===== src/rtl/larc_pkg.sv =====
// Package: register map, field layout, types for lane align/resync control
package larc_pkg;

   // ------------------------------------------------------------
   // Register indices (byte address is four times the index)
   // ------------------------------------------------------------
   localparam int          LARC_AW            = 20;
   localparam int          LARC_IW            = 18;
   localparam logic [17:0] LARC_IDX_STAT_A    = 18'h30804;
   localparam logic [17:0] LARC_IDX_RALG_A    = 18'h30810;
   localparam logic [17:0] LARC_IDX_GRP_A     = 18'h30811;
   localparam logic [17:0] LARC_IDX_RSYN_A    = 18'h30820;
   localparam logic [17:0] LARC_IDX_BYP_A     = 18'h30821;
   localparam logic [17:0] LARC_IDX_LSM_A     = 18'h30822;
   localparam logic [17:0] LARC_IDX_STAT_B    = 18'h30904;
   localparam logic [17:0] LARC_IDX_RALG_B    = 18'h30910;
   localparam logic [17:0] LARC_IDX_GRP_B     = 18'h30911;
   localparam logic [17:0] LARC_IDX_RSYN_B    = 18'h30920;
   localparam logic [17:0] LARC_IDX_BYP_B     = 18'h30921;
   localparam logic [17:0] LARC_IDX_LSM_B     = 18'h30922;
   localparam logic [17:0] LARC_IDX_CHZ       = 18'h30933;
   localparam logic [17:0] LARC_IDX_IRQ_STAT  = 18'h30a10;
   localparam logic [17:0] LARC_IDX_IRQ_MASK  = 18'h30a11;

   // ------------------------------------------------------------
   // Field positions and reset values
   // ------------------------------------------------------------
   localparam int          LARC_PART_LSB      = 4;
   localparam int          LARC_PAIR_LSB      = 4;
   localparam int          LARC_QUAD_BIT      = 6;
   localparam int          LARC_XSEL_BIT      = 7;
   localparam int          LARC_BYP_BIT       = 0;
   localparam int          LARC_CHZ_SEL_LSB   = 4;
   localparam int          LARC_CHZ_DIR_BIT   = 6;
   localparam int          LARC_CHZ_EN_BIT    = 7;
   localparam int          LARC_IRQ_W         = 10;
   localparam int          LARC_IRQ_OOS_LSB   = 0;
   localparam int          LARC_IRQ_LOST_LSB  = 2;
   localparam logic [7:0]  LARC_RST_BYTE      = 8'h00;
   localparam logic [9:0]  LARC_RST_IRQ       = 10'h000;

   // ------------------------------------------------------------
   // Types
   // ------------------------------------------------------------
   typedef enum logic [1:0] {
      LARC_LS_NOSYNC = 2'b00,
      LARC_LS_NOCOMMA_CV = 2'b01,
      LARC_LS_DONE   = 2'b10,
      LARC_LS_UNUSED = 2'b11
   } larc_link_stat_t;

   typedef enum logic [1:0] {
      LARC_GRP_NONE  = 2'b00,
      LARC_GRP_FOUR  = 2'b01,
      LARC_GRP_TWO   = 2'b10,
      LARC_GRP_EIGHT = 2'b11
   } larc_grp_t;

   typedef enum logic [3:0] {
      LARC_R_NONE    = 4'b0000,
      LARC_R_STAT    = 4'b0001,
      LARC_R_RALG    = 4'b0010,
      LARC_R_GRP     = 4'b0011,
      LARC_R_RSYN    = 4'b0100,
      LARC_R_BYP     = 4'b0101,
      LARC_R_LSM     = 4'b0110,
      LARC_R_CHZ     = 4'b0111,
      LARC_R_IRQS    = 4'b1000,
      LARC_R_IRQM    = 4'b1001
   } larc_reg_t;

   typedef struct packed {
      larc_reg_t id;
      logic      quad;
   } larc_dec_t;

   typedef struct packed {
      logic      realign;
      logic      participate;
      larc_grp_t group;
      logic      ptr_reset;
      logic      use_xaui;
   } larc_lane_ctrl_t;

   typedef struct packed {
      logic sync_done;
      logic no_comma;
      logic code_violation;
   } larc_lane_stat_t;

endpackage


===== src/rtl/larc_top.sv =====
// Lane realign, alignment, resync and link select control with APB registers
module larc_top (
   input  wire logic                               pclk,
   input  wire logic                               presetn,
   input  wire logic                               psel,
   input  wire logic                               penable,
   input  wire logic                               pwrite,
   input  wire logic [larc_pkg::LARC_AW-1:0]       paddr,
   input  wire logic [31:0]                        pwdata,
   output logic      [31:0]                        prdata,
   output logic                                    pready,
   output logic                                    pslverr,
   input  wire larc_pkg::larc_lane_stat_t [7:0]    lane_stat,
   input  wire logic [1:0]                         quad_group_out_of_sync,
   output larc_pkg::larc_lane_ctrl_t [7:0]         lane_ctrl,
   output logic [1:0]                              deskew_bypass,
   output logic                                    charz_enable,
   output logic                                    charz_direction,
   output logic [3:0]                              charz_lane_onehot,
   output logic                                    irq
);
   import larc_pkg::*;

   // ------------------------------------------------------------
   // Address decoding
   // ------------------------------------------------------------
   function automatic larc_dec_t dec_addr(input logic [LARC_AW-1:0] a);
      larc_dec_t d;
      logic [LARC_IW-1:0] ix;
      d = '{id: LARC_R_NONE, quad: 1'b0};
      ix = a[LARC_AW-1:2];
      if (a[1:0] != 2'b00) begin
         d.id = LARC_R_NONE;
      end else if (ix == LARC_IDX_STAT_A || ix == LARC_IDX_STAT_B) begin
         d.id = LARC_R_STAT;
      end else if (ix == LARC_IDX_RALG_A || ix == LARC_IDX_RALG_B) begin
         d.id = LARC_R_RALG;
      end else if (ix == LARC_IDX_GRP_A || ix == LARC_IDX_GRP_B) begin
         d.id = LARC_R_GRP;
      end else if (ix == LARC_IDX_RSYN_A || ix == LARC_IDX_RSYN_B) begin
         d.id = LARC_R_RSYN;
      end else if (ix == LARC_IDX_BYP_A || ix == LARC_IDX_BYP_B) begin
         d.id = LARC_R_BYP;
      end else if (ix == LARC_IDX_LSM_A || ix == LARC_IDX_LSM_B) begin
         d.id = LARC_R_LSM;
      end else if (ix == LARC_IDX_CHZ) begin
         d.id = LARC_R_CHZ;
      end else if (ix == LARC_IDX_IRQ_STAT) begin
         d.id = LARC_R_IRQS;
      end else if (ix == LARC_IDX_IRQ_MASK) begin
         d.id = LARC_R_IRQM;
      end
      // Quad B registers live in the 0x309xx page
      d.quad = (ix[11:8] == 4'h9);
      return d;
   endfunction

   // ------------------------------------------------------------
   // State
   // ------------------------------------------------------------
   logic [7:0]            ralg_r      [2];
   logic [7:0]            grp_r       [2];
   logic [7:0]            rsyn_r      [2];
   logic                  byp_r       [2];
   logic [3:0]            lsm_r       [2];
   logic [3:0]            ralg_prev_r [2];
   logic [6:0]            rsyn_prev_r [2];
   logic [3:0]            chz_r;
   logic [LARC_IRQ_W-1:0] irq_stat_r;
   logic [LARC_IRQ_W-1:0] irq_mask_r;
   logic [LARC_IRQ_W-1:0] irq_set;
   logic [7:0]            stat_meta_r [3];
   logic [7:0]            stat_sync_r [3];
   logic [1:0]            oos_meta_r;
   logic [1:0]            oos_sync_r;
   logic [1:0]            oos_prev_r;
   logic [7:0]            done_prev_r;
   logic                  cv_seen_r   [8];
   larc_link_stat_t       link_stat_r [8];
   larc_lane_ctrl_t       lane_ctrl_r [8];
   logic [31:0]           prdata_r;
   logic                  pready_r;
   logic                  pslverr_r;
   logic                  irq_r;
   logic [1:0]            byp_out_r;
   logic                  chz_en_r;
   logic                  chz_dir_r;
   logic [3:0]            chz_oh_r;
   larc_dec_t             dec;
   logic                  wr_en;
   logic                  setup;
   logic [31:0]           rd_data;
   logic [7:0]            stat_byte   [2];

   assign dec   = dec_addr(paddr);
   assign setup = psel & ~penable;
   assign wr_en = psel & penable & pwrite & pready_r & (dec.id != LARC_R_NONE);

   // ------------------------------------------------------------
   // APB slave: answer registered at setup, taken in first access
   // ------------------------------------------------------------
   always_comb begin
      rd_data = 32'h0000_0000;
      if (dec.id == LARC_R_STAT) begin
         rd_data[7:0] = stat_byte[dec.quad];
      end else if (dec.id == LARC_R_RALG) begin
         rd_data[7:0] = ralg_r[dec.quad];
      end else if (dec.id == LARC_R_GRP) begin
         rd_data[7:0] = grp_r[dec.quad];
      end else if (dec.id == LARC_R_RSYN) begin
         rd_data[7:0] = rsyn_r[dec.quad];
      end else if (dec.id == LARC_R_BYP) begin
         rd_data[LARC_BYP_BIT] = byp_r[dec.quad];
      end else if (dec.id == LARC_R_LSM) begin
         rd_data[3:0] = lsm_r[dec.quad];
      end else if (dec.id == LARC_R_CHZ) begin
         rd_data[7:4] = chz_r;
      end else if (dec.id == LARC_R_IRQS) begin
         rd_data[LARC_IRQ_W-1:0] = irq_stat_r;
      end else if (dec.id == LARC_R_IRQM) begin
         rd_data[LARC_IRQ_W-1:0] = irq_mask_r;
      end
   end

   always_ff @(posedge pclk or negedge presetn) begin
      if (!presetn) begin
         prdata_r  <= 32'h0000_0000;
         pready_r  <= 1'b0;
         pslverr_r <= 1'b0;
      end else if (setup) begin
         prdata_r  <= pwrite ? 32'h0000_0000 : rd_data;
         pready_r  <= 1'b1;
         pslverr_r <= (dec.id == LARC_R_NONE) | (pwrite & (dec.id == LARC_R_STAT));
      end else begin
         pready_r  <= 1'b0;
         pslverr_r <= 1'b0;
      end
   end

   // ------------------------------------------------------------
   // Software control registers
   // ------------------------------------------------------------
   always_ff @(posedge pclk or negedge presetn) begin
      if (!presetn) begin
         for (int q = 0; q < 2; q++) begin
            ralg_r[q] <= LARC_RST_BYTE;
            grp_r[q]  <= LARC_RST_BYTE;
            rsyn_r[q] <= LARC_RST_BYTE;
            byp_r[q]  <= 1'b0;
            lsm_r[q]  <= 4'h0;
         end
         chz_r      <= 4'h0;
         irq_mask_r <= LARC_RST_IRQ;
      end else if (wr_en) begin
         if (dec.id == LARC_R_RALG) begin
            ralg_r[dec.quad] <= pwdata[7:0];
         end else if (dec.id == LARC_R_GRP) begin
            grp_r[dec.quad] <= pwdata[7:0];
         end else if (dec.id == LARC_R_RSYN) begin
            rsyn_r[dec.quad] <= pwdata[7:0];
         end else if (dec.id == LARC_R_BYP) begin
            byp_r[dec.quad] <= pwdata[LARC_BYP_BIT];
         end else if (dec.id == LARC_R_LSM) begin
            lsm_r[dec.quad] <= pwdata[3:0];
         end else if (dec.id == LARC_R_CHZ) begin
            chz_r <= pwdata[7:4];
         end else if (dec.id == LARC_R_IRQM) begin
            irq_mask_r <= pwdata[LARC_IRQ_W-1:0];
         end
      end
   end

   // Previous copies for zero-to-one detection
   always_ff @(posedge pclk or negedge presetn) begin
      if (!presetn) begin
         for (int q = 0; q < 2; q++) begin
            ralg_prev_r[q] <= 4'h0;
            rsyn_prev_r[q] <= 7'h00;
         end
      end else begin
         for (int q = 0; q < 2; q++) begin
            ralg_prev_r[q] <= ralg_r[q][3:0];
            rsyn_prev_r[q] <= rsyn_r[q][6:0];
         end
      end
   end

   // ------------------------------------------------------------
   // Status input synchronisers
   // ------------------------------------------------------------
   always_ff @(posedge pclk or negedge presetn) begin
      if (!presetn) begin
         for (int k = 0; k < 3; k++) begin
            stat_meta_r[k] <= 8'h00;
            stat_sync_r[k] <= 8'h00;
         end
         oos_meta_r <= 2'b00;
         oos_sync_r <= 2'b00;
      end else begin
         for (int i = 0; i < 8; i++) begin
            stat_meta_r[0][i] <= lane_stat[i].sync_done;
            stat_meta_r[1][i] <= lane_stat[i].no_comma;
            stat_meta_r[2][i] <= lane_stat[i].code_violation;
         end
         for (int k = 0; k < 3; k++) begin
            stat_sync_r[k] <= stat_meta_r[k];
         end
         oos_meta_r <= quad_group_out_of_sync;
         oos_sync_r <= oos_meta_r;
      end
   end

   // ------------------------------------------------------------
   // Per-lane control and link status
   // ------------------------------------------------------------
   for (genvar i = 0; i < 8; i++) begin : g_lane
      localparam int Q = i / 4;
      localparam int L = i % 4;
      logic rise_single;
      logic rise_pair;
      logic rise_quad;

      assign rise_single = rsyn_r[Q][L] & ~rsyn_prev_r[Q][L];
      assign rise_pair   = rsyn_r[Q][LARC_PAIR_LSB + L/2]
                           & ~rsyn_prev_r[Q][LARC_PAIR_LSB + L/2];
      assign rise_quad   = rsyn_r[Q][LARC_QUAD_BIT] & ~rsyn_prev_r[Q][LARC_QUAD_BIT];

      always_ff @(posedge pclk or negedge presetn) begin
         if (!presetn) begin
            lane_ctrl_r[i] <= '{realign: 1'b0, participate: 1'b0, group: LARC_GRP_NONE,
                               ptr_reset: 1'b0, use_xaui: 1'b0};
         end else begin
            lane_ctrl_r[i].realign     <= ralg_r[Q][L] & ~ralg_prev_r[Q][L];
            lane_ctrl_r[i].participate <= ralg_r[Q][LARC_PART_LSB + L];
            lane_ctrl_r[i].group       <= larc_grp_t'({grp_r[Q][2*L], grp_r[Q][2*L+1]});
            lane_ctrl_r[i].ptr_reset   <= rise_single | rise_pair | rise_quad;
            lane_ctrl_r[i].use_xaui    <= rsyn_r[Q][LARC_XSEL_BIT] | lsm_r[Q][L];
         end
      end

      always_ff @(posedge pclk or negedge presetn) begin
         if (!presetn) begin
            cv_seen_r[i]   <= 1'b0;
            link_stat_r[i] <= LARC_LS_NOSYNC;
         end else begin
            if (!stat_sync_r[1][i]) begin
               cv_seen_r[i] <= 1'b0;
            end else if (stat_sync_r[2][i]) begin
               cv_seen_r[i] <= 1'b1;
            end
            if (stat_sync_r[0][i]) begin
               link_stat_r[i] <= LARC_LS_DONE;
            end else if (stat_sync_r[1][i] && (cv_seen_r[i] || stat_sync_r[2][i])) begin
               link_stat_r[i] <= LARC_LS_NOCOMMA_CV;
            end else begin
               link_stat_r[i] <= LARC_LS_NOSYNC;
            end
         end
      end

      assign stat_byte[Q][2*L]   = link_stat_r[i][1];
      assign stat_byte[Q][2*L+1] = link_stat_r[i][0];
      assign lane_ctrl[i]        = lane_ctrl_r[i];
      assign irq_set[LARC_IRQ_LOST_LSB + i] = done_prev_r[i] & ~stat_sync_r[0][i];
   end

   // ------------------------------------------------------------
   // Quad and characterization outputs
   // ------------------------------------------------------------
   always_ff @(posedge pclk or negedge presetn) begin
      if (!presetn) begin
         byp_out_r <= 2'b00;
         chz_en_r  <= 1'b0;
         chz_dir_r <= 1'b0;
         chz_oh_r  <= 4'h0;
      end else begin
         byp_out_r <= {byp_r[1], byp_r[0]};
         chz_en_r  <= chz_r[LARC_CHZ_EN_BIT - 4];
         chz_dir_r <= chz_r[LARC_CHZ_DIR_BIT - 4];
         chz_oh_r  <= 4'h1 << {chz_r[LARC_CHZ_SEL_LSB - 3], chz_r[LARC_CHZ_SEL_LSB - 4]};
      end
   end

   // ------------------------------------------------------------
   // Interrupts: sticky events, write one to clear, set wins
   // ------------------------------------------------------------
   assign irq_set[LARC_IRQ_OOS_LSB +: 2] = oos_sync_r & ~oos_prev_r;

   always_ff @(posedge pclk or negedge presetn) begin
      if (!presetn) begin
         oos_prev_r  <= 2'b00;
         done_prev_r <= 8'h00;
         irq_stat_r  <= LARC_RST_IRQ;
         irq_r       <= 1'b0;
      end else begin
         oos_prev_r  <= oos_sync_r;
         done_prev_r <= stat_sync_r[0];
         if (wr_en && dec.id == LARC_R_IRQS) begin
            irq_stat_r <= (irq_stat_r & ~pwdata[LARC_IRQ_W-1:0]) | irq_set;
         end else begin
            irq_stat_r <= irq_stat_r | irq_set;
         end
         irq_r <= |(irq_stat_r & irq_mask_r);
      end
   end

   assign prdata            = prdata_r;
   assign pready            = pready_r;
   assign pslverr           = pslverr_r;
   assign deskew_bypass     = byp_out_r;
   assign charz_enable      = chz_en_r;
   assign charz_direction   = chz_dir_r;
   assign charz_lane_onehot = chz_oh_r;
   assign irq               = irq_r;
endmodule

===== config.mk =====
export PLATFORM = sky130hd
export DESIGN_NAME = larc_top
export DESIGN_NICKNAME = d
export VERILOG_FILES = /design/src/rtl/larc_pkg.sv /design/src/rtl/larc_top.sv
export SDC_FILE = /design/constraint.sdc
export NUM_CORES = 1
export LEC_CHECK = 0
export ABC_AREA = 0
export BUFFER_PORTS_ARGS = -buffer_cell sky130_fd_sc_hd__buf_2
export CAP_MARGIN = 0
export CORE_MARGIN = 2
export CORE_UTILIZATION = 50
export DETAILED_ROUTE_END_ITERATION = 16
export GPL_ROUTABILITY_DRIVEN = 0
export PLACE_DENSITY_LB_ADDON = 0.05
export RECOVER_POWER = 25
export SYNTH_ARGS = -nofsm -noshare
export SYNTH_HDL_FRONTEND = slang
export SYNTH_SLANG_ARGS = --single-unit

===== constraint.sdc =====
create_clock -name pclk -period 1.8 [get_ports pclk]
set_input_delay 0.18 -clock pclk [delete_from_list [all_inputs] [get_ports pclk]]
set_output_delay 0.18 -clock pclk [all_outputs]
set_load 0.03 [all_outputs]

==> out/results.tsv <==
stage	metric	value	unit
run_status	status	finished with violations	
run_status	violations	negative setup slack	
critical_path	worstPathRequired	2.23	ns
sta	clock_skew	0.00775	ns
sta	slew-limit-headroom	0.0486	
critical_path	path_buf_inv	1	
final_layout	fillerInstances	1338	
min_path	hold_class	input pin to flip-flop	
yosys	synth_cell_types	56	
cts	cts_tree	built	
cts	clock_sinks	251	
final_layout	layout_common_cells	dfrtp_1 (250), buf_2 (126), buf_4 (70), mux2_2 (57), nand2_1 (41)	
yosys	synth_xor_area_frac	0	
final_layout	finalNonFillerCells	1167	
power	p_sw_frac	0.213	
global_route	grt_pass1_vias	6525	
yosys	yosysSeqAreaShare	0.674	
yosys	synth-seq-cells	251	
power	pwr-share-clk	0.431	
yosys	syn_avg_cell_area	13.8	sq um
critical_path	path_class	input pin to flip-flop	
drt	route.detailed.drc	0	
drt	vias_per_cell	5.27	
power	p_sw	2.37	mW
critical_path	crit_slowest_cell	or4_4	
yosys	synth_mux_area_frac	0.124	
cts	cts_max_path_buffers	3	
die	die-area	19700	sq um
sta	hold_viol	0	
critical_path	rrSetupSlack	0.12	ns
place	placed_cell_area	11000	sq um
power	power_frac_comb	0.050	
critical_path	cp.arrival	2.31	ns
final_layout	layout_commonest_cell	dfrtp_1	
sta	fin_crit_sh	1.05	
yosys	synth-edff-count	0	
job	maxCapViolCount	0	
drt	avgRoutedWirePerCell	18.8	um
die	die_height	141	um
power	ir_drop	853	uV
power	p_leak	6.09	nW
sta	slew_violations	0	
place	hpwl	15600	um
cts	cts_made_buffers	25	
yosys	postSynth.asyncResetShare	1.00	
yosys	yosysTopAreaCell	dfrtp_1	
global_route	grt_util_all_layers	0.226	
final_layout	final_util	0.671	
drt	ant_nets	0	
yosys	syn_area	9320	sq um
final_layout	areaGrowthSynthToFinish	30.6	%
die	start_util	0.513	
sta	finalSetupViolCount	12	
yosys	synth_top_family_by_area	multiplexers	
critical_path	crit_path_end_kind	flip-flop	
critical_path	start_kind	input pin	
critical_path	path_max_fanout	7	
place	portBuffers	129	
die	die_w	141	um
die	pin_count	174	
sta	rsz0062_at_grt	true	
sta	timing.hold.ws	0.0390	ns
power	powerDensity	913	nW/um^2
die	core_area	18100	sq um
cts	htree_levels	1	
critical_path	cp_cell_sequence	buf_6, or4_4, or4_4, a31o_4, a311o_2, o21ai_1, a41oi_1, o21ai_1	
cts	clkSlewWorstSetupHoldPaths	0.06	ns
final_layout	fin_area	12200	sq um
power	pwr-share-seq	0.519	
yosys	synth_area_leaders	dfrtp_1 (67%), mux2_2 (9.1%), mux2i_1 (3.2%)	
yosys	synth_ff_type	dfrtp_1	
critical_path	cp_top_family	simple AND/OR/NAND/NOR gates	
power	p_int	8.74	mW
yosys	synth-simple-area-share	0.0859	
final_layout	diodes	0	
yosys	yosysWarnings	0	
yosys	synth_compound_area_frac	0.0780	
sta	fmax	531	MHz
global_route	grt_max_degree	60	
sta	fin_crit	1.88	ns
drt	drt_iter0_drc	324	
final_layout	finalNetCount	1005	
global_route	antenna_found_initial	0	
yosys	synth_fa_ha_area_frac	0	
cts	root_buffer	clkbuf_16	
drt	drt-total-wl	22000	um
place	dp_cells	1091	
sta	tightestPinTransition	1.43	ns
yosys	syn_inst	674	
cts	clkLatencyLatePin	0.51	ns
global_route	grt_pass1_wl	34500	um
global_route	overflow	0	
critical_path	cpPeakStageDelay	0.53	ns
drt	num_vias	6154	
drt	dr.pass1.iters	5	
die	rows	49	
sta	worst_slack	-0.0834	ns
final_layout	drive_gt1_frac	0.397	
yosys	synth_top_area_share	0.674	
## cell type report
class | instances | area (sq um) | share of cell area
Sequential cell | 251 | 6280 | 0.516
Clock buffer | 39 | 738 | 0.0606
Multi-Input combinational cell | 379 | 3060 | 0.251
Tap cell | 229 | 287 | 0.0235
Inverter | 24 | 90.1 | 0.00740
Timing Repair Buffer | 241 | 1690 | 0.139
Clock inverter | 4 | 23.8 | 0.00195
## synth_stat cells (all sizes together), types with 2 or more instances
cell / number
inv: 24
a21oi: 15
nor4b: 3
o21ai: 41
and3b: 2
nand3b: 3
nand2: 43
or3: 3
nor4: 2
or2: 9
or4: 3
or4b: 2
nor3: 10
mux2: 76
dfrtp: 251
a221oi: 3
nand3: 4
a211o: 4
a22o: 11
mux2i: 30
a221o: 5
nor2: 22
nand2b: 2
o211ai: 3
nor2b: 14
nand4: 4
clkbuf: 11
nor4bb: 2
o21a: 10
buf: 31
and2: 10
a41oi: 3
a22oi: 6
and3: 2
## kinds of logic after synthesis
| kind of cell | count (synthesis) |
|---|---|
| AOI/OAI and AO/OA | 107 |
| muxes | 106 |
| DFF | 251 |
| other | 1 |
| and+or+nand+nor | 143 |
| buffers and inverters | 66 |
## state kept, by name, indices dropped and copies added, names as in the netlist, 4 cells and up
register and count:
stat_sync_r 24, rsyn_r 16, ralg_r 16, irq_stat_r 10, grp_r 16, lane_ctrl 48
chz_r 4, lsm_r 8, ralg_prev_r 8, prdata 10, irq_mask_r 10, done_prev_r 8
link_stat_r 8, cv_seen_r 8, stat_meta_r 24, rsyn_prev_r 14, charz_lane_onehot 4
## worst reg2reg max path: cells and delay by family, from the launching register on
kind | cells | cell delay (ns)
buffers and inverters | 1 | 0.17
flip-flops | 1 | 0.36
multiplexers | 1 | 0.34
AND/OR/NAND/NOR | 3 | 0.68
## per-layer routing
| layer | share of wire | wire length, um | track usage | vias to the layer above |
|---|---|---|---|---|
| met2 | 0.51 | 11200 | 0.400 | 204 |
| met3 | 0.051 | 1130 | 0.0386 | 51 |
| met1 | 0.41 | 8960 | 0.287 | 3093 |
| met5 | 0 | 0 | 0 | - |
| li1 | - | - | - | 2806 |
| met4 | 0.031 | 672 | 0.0684 | 0 |
## final timing paths
| path | startpoint | to | depth (start not counted) |
|---|---|---|---|
| max | paddr[17] | prdata[2]$_DFFE_PN0P_ | 8 |
| min in group asynchronous | presetn | ralg_prev_r[6]$_DFF_PN0_ | 2 |
| min reg2reg | oos_meta_r[1]$_DFF_PN0_ | oos_sync_r[1]$_DFF_PN0_ | 0 |
| min | pwrite | pslverr$_DFF_PN0_ | 3 |
| max reg2reg | pready$_DFF_PN0_ | ralg_r[12]$_DFFE_PN0P_ | 5 |
| max in group asynchronous | presetn | stat_sync_r[6]$_DFF_PN0_ | 3 |
## timing repair
action / CTS / global route
gates cloned: 1 / 0
setup endpoints to repair: 18 / 42
resized for setup: 10 / 8
hold buffers: 29 / 0
endpoints found under the hold margin: 152 / 0
setup buffers: 3 / 0
pin swaps: 4 / 4
## per-stage QoR
stage               setup TNS [ns]  setup WS (ns)  total power, mW
detailed placement          -36.46         -0.771             6.37
floorplan                    -9.58         -0.351             6.08
CTS                         -0.245        -0.0636             11.2
global route                -0.997         -0.153             11.5
finish                      -0.464        -0.0834             11.1
global placement            -32.47         -0.601             6.36
## power groups by stage
| stage | Sequential, mW | Combinational [mW] | Clock [mW] |
|---|---|---|---|
| final | 5.77 | 0.552 | 4.79 |
| after global routing | 5.77 | 0.604 | 5.12 |
| after CTS | 5.77 | 0.559 | 4.89 |
| after detailed placement | 5.87 | 0.503 | 0 |
| after global placement | 5.87 | 0.489 | 0 |
| after floorplan | 5.87 | 0.209 | 0 |
Note: power is estimated with default switching activity, not from simulation.
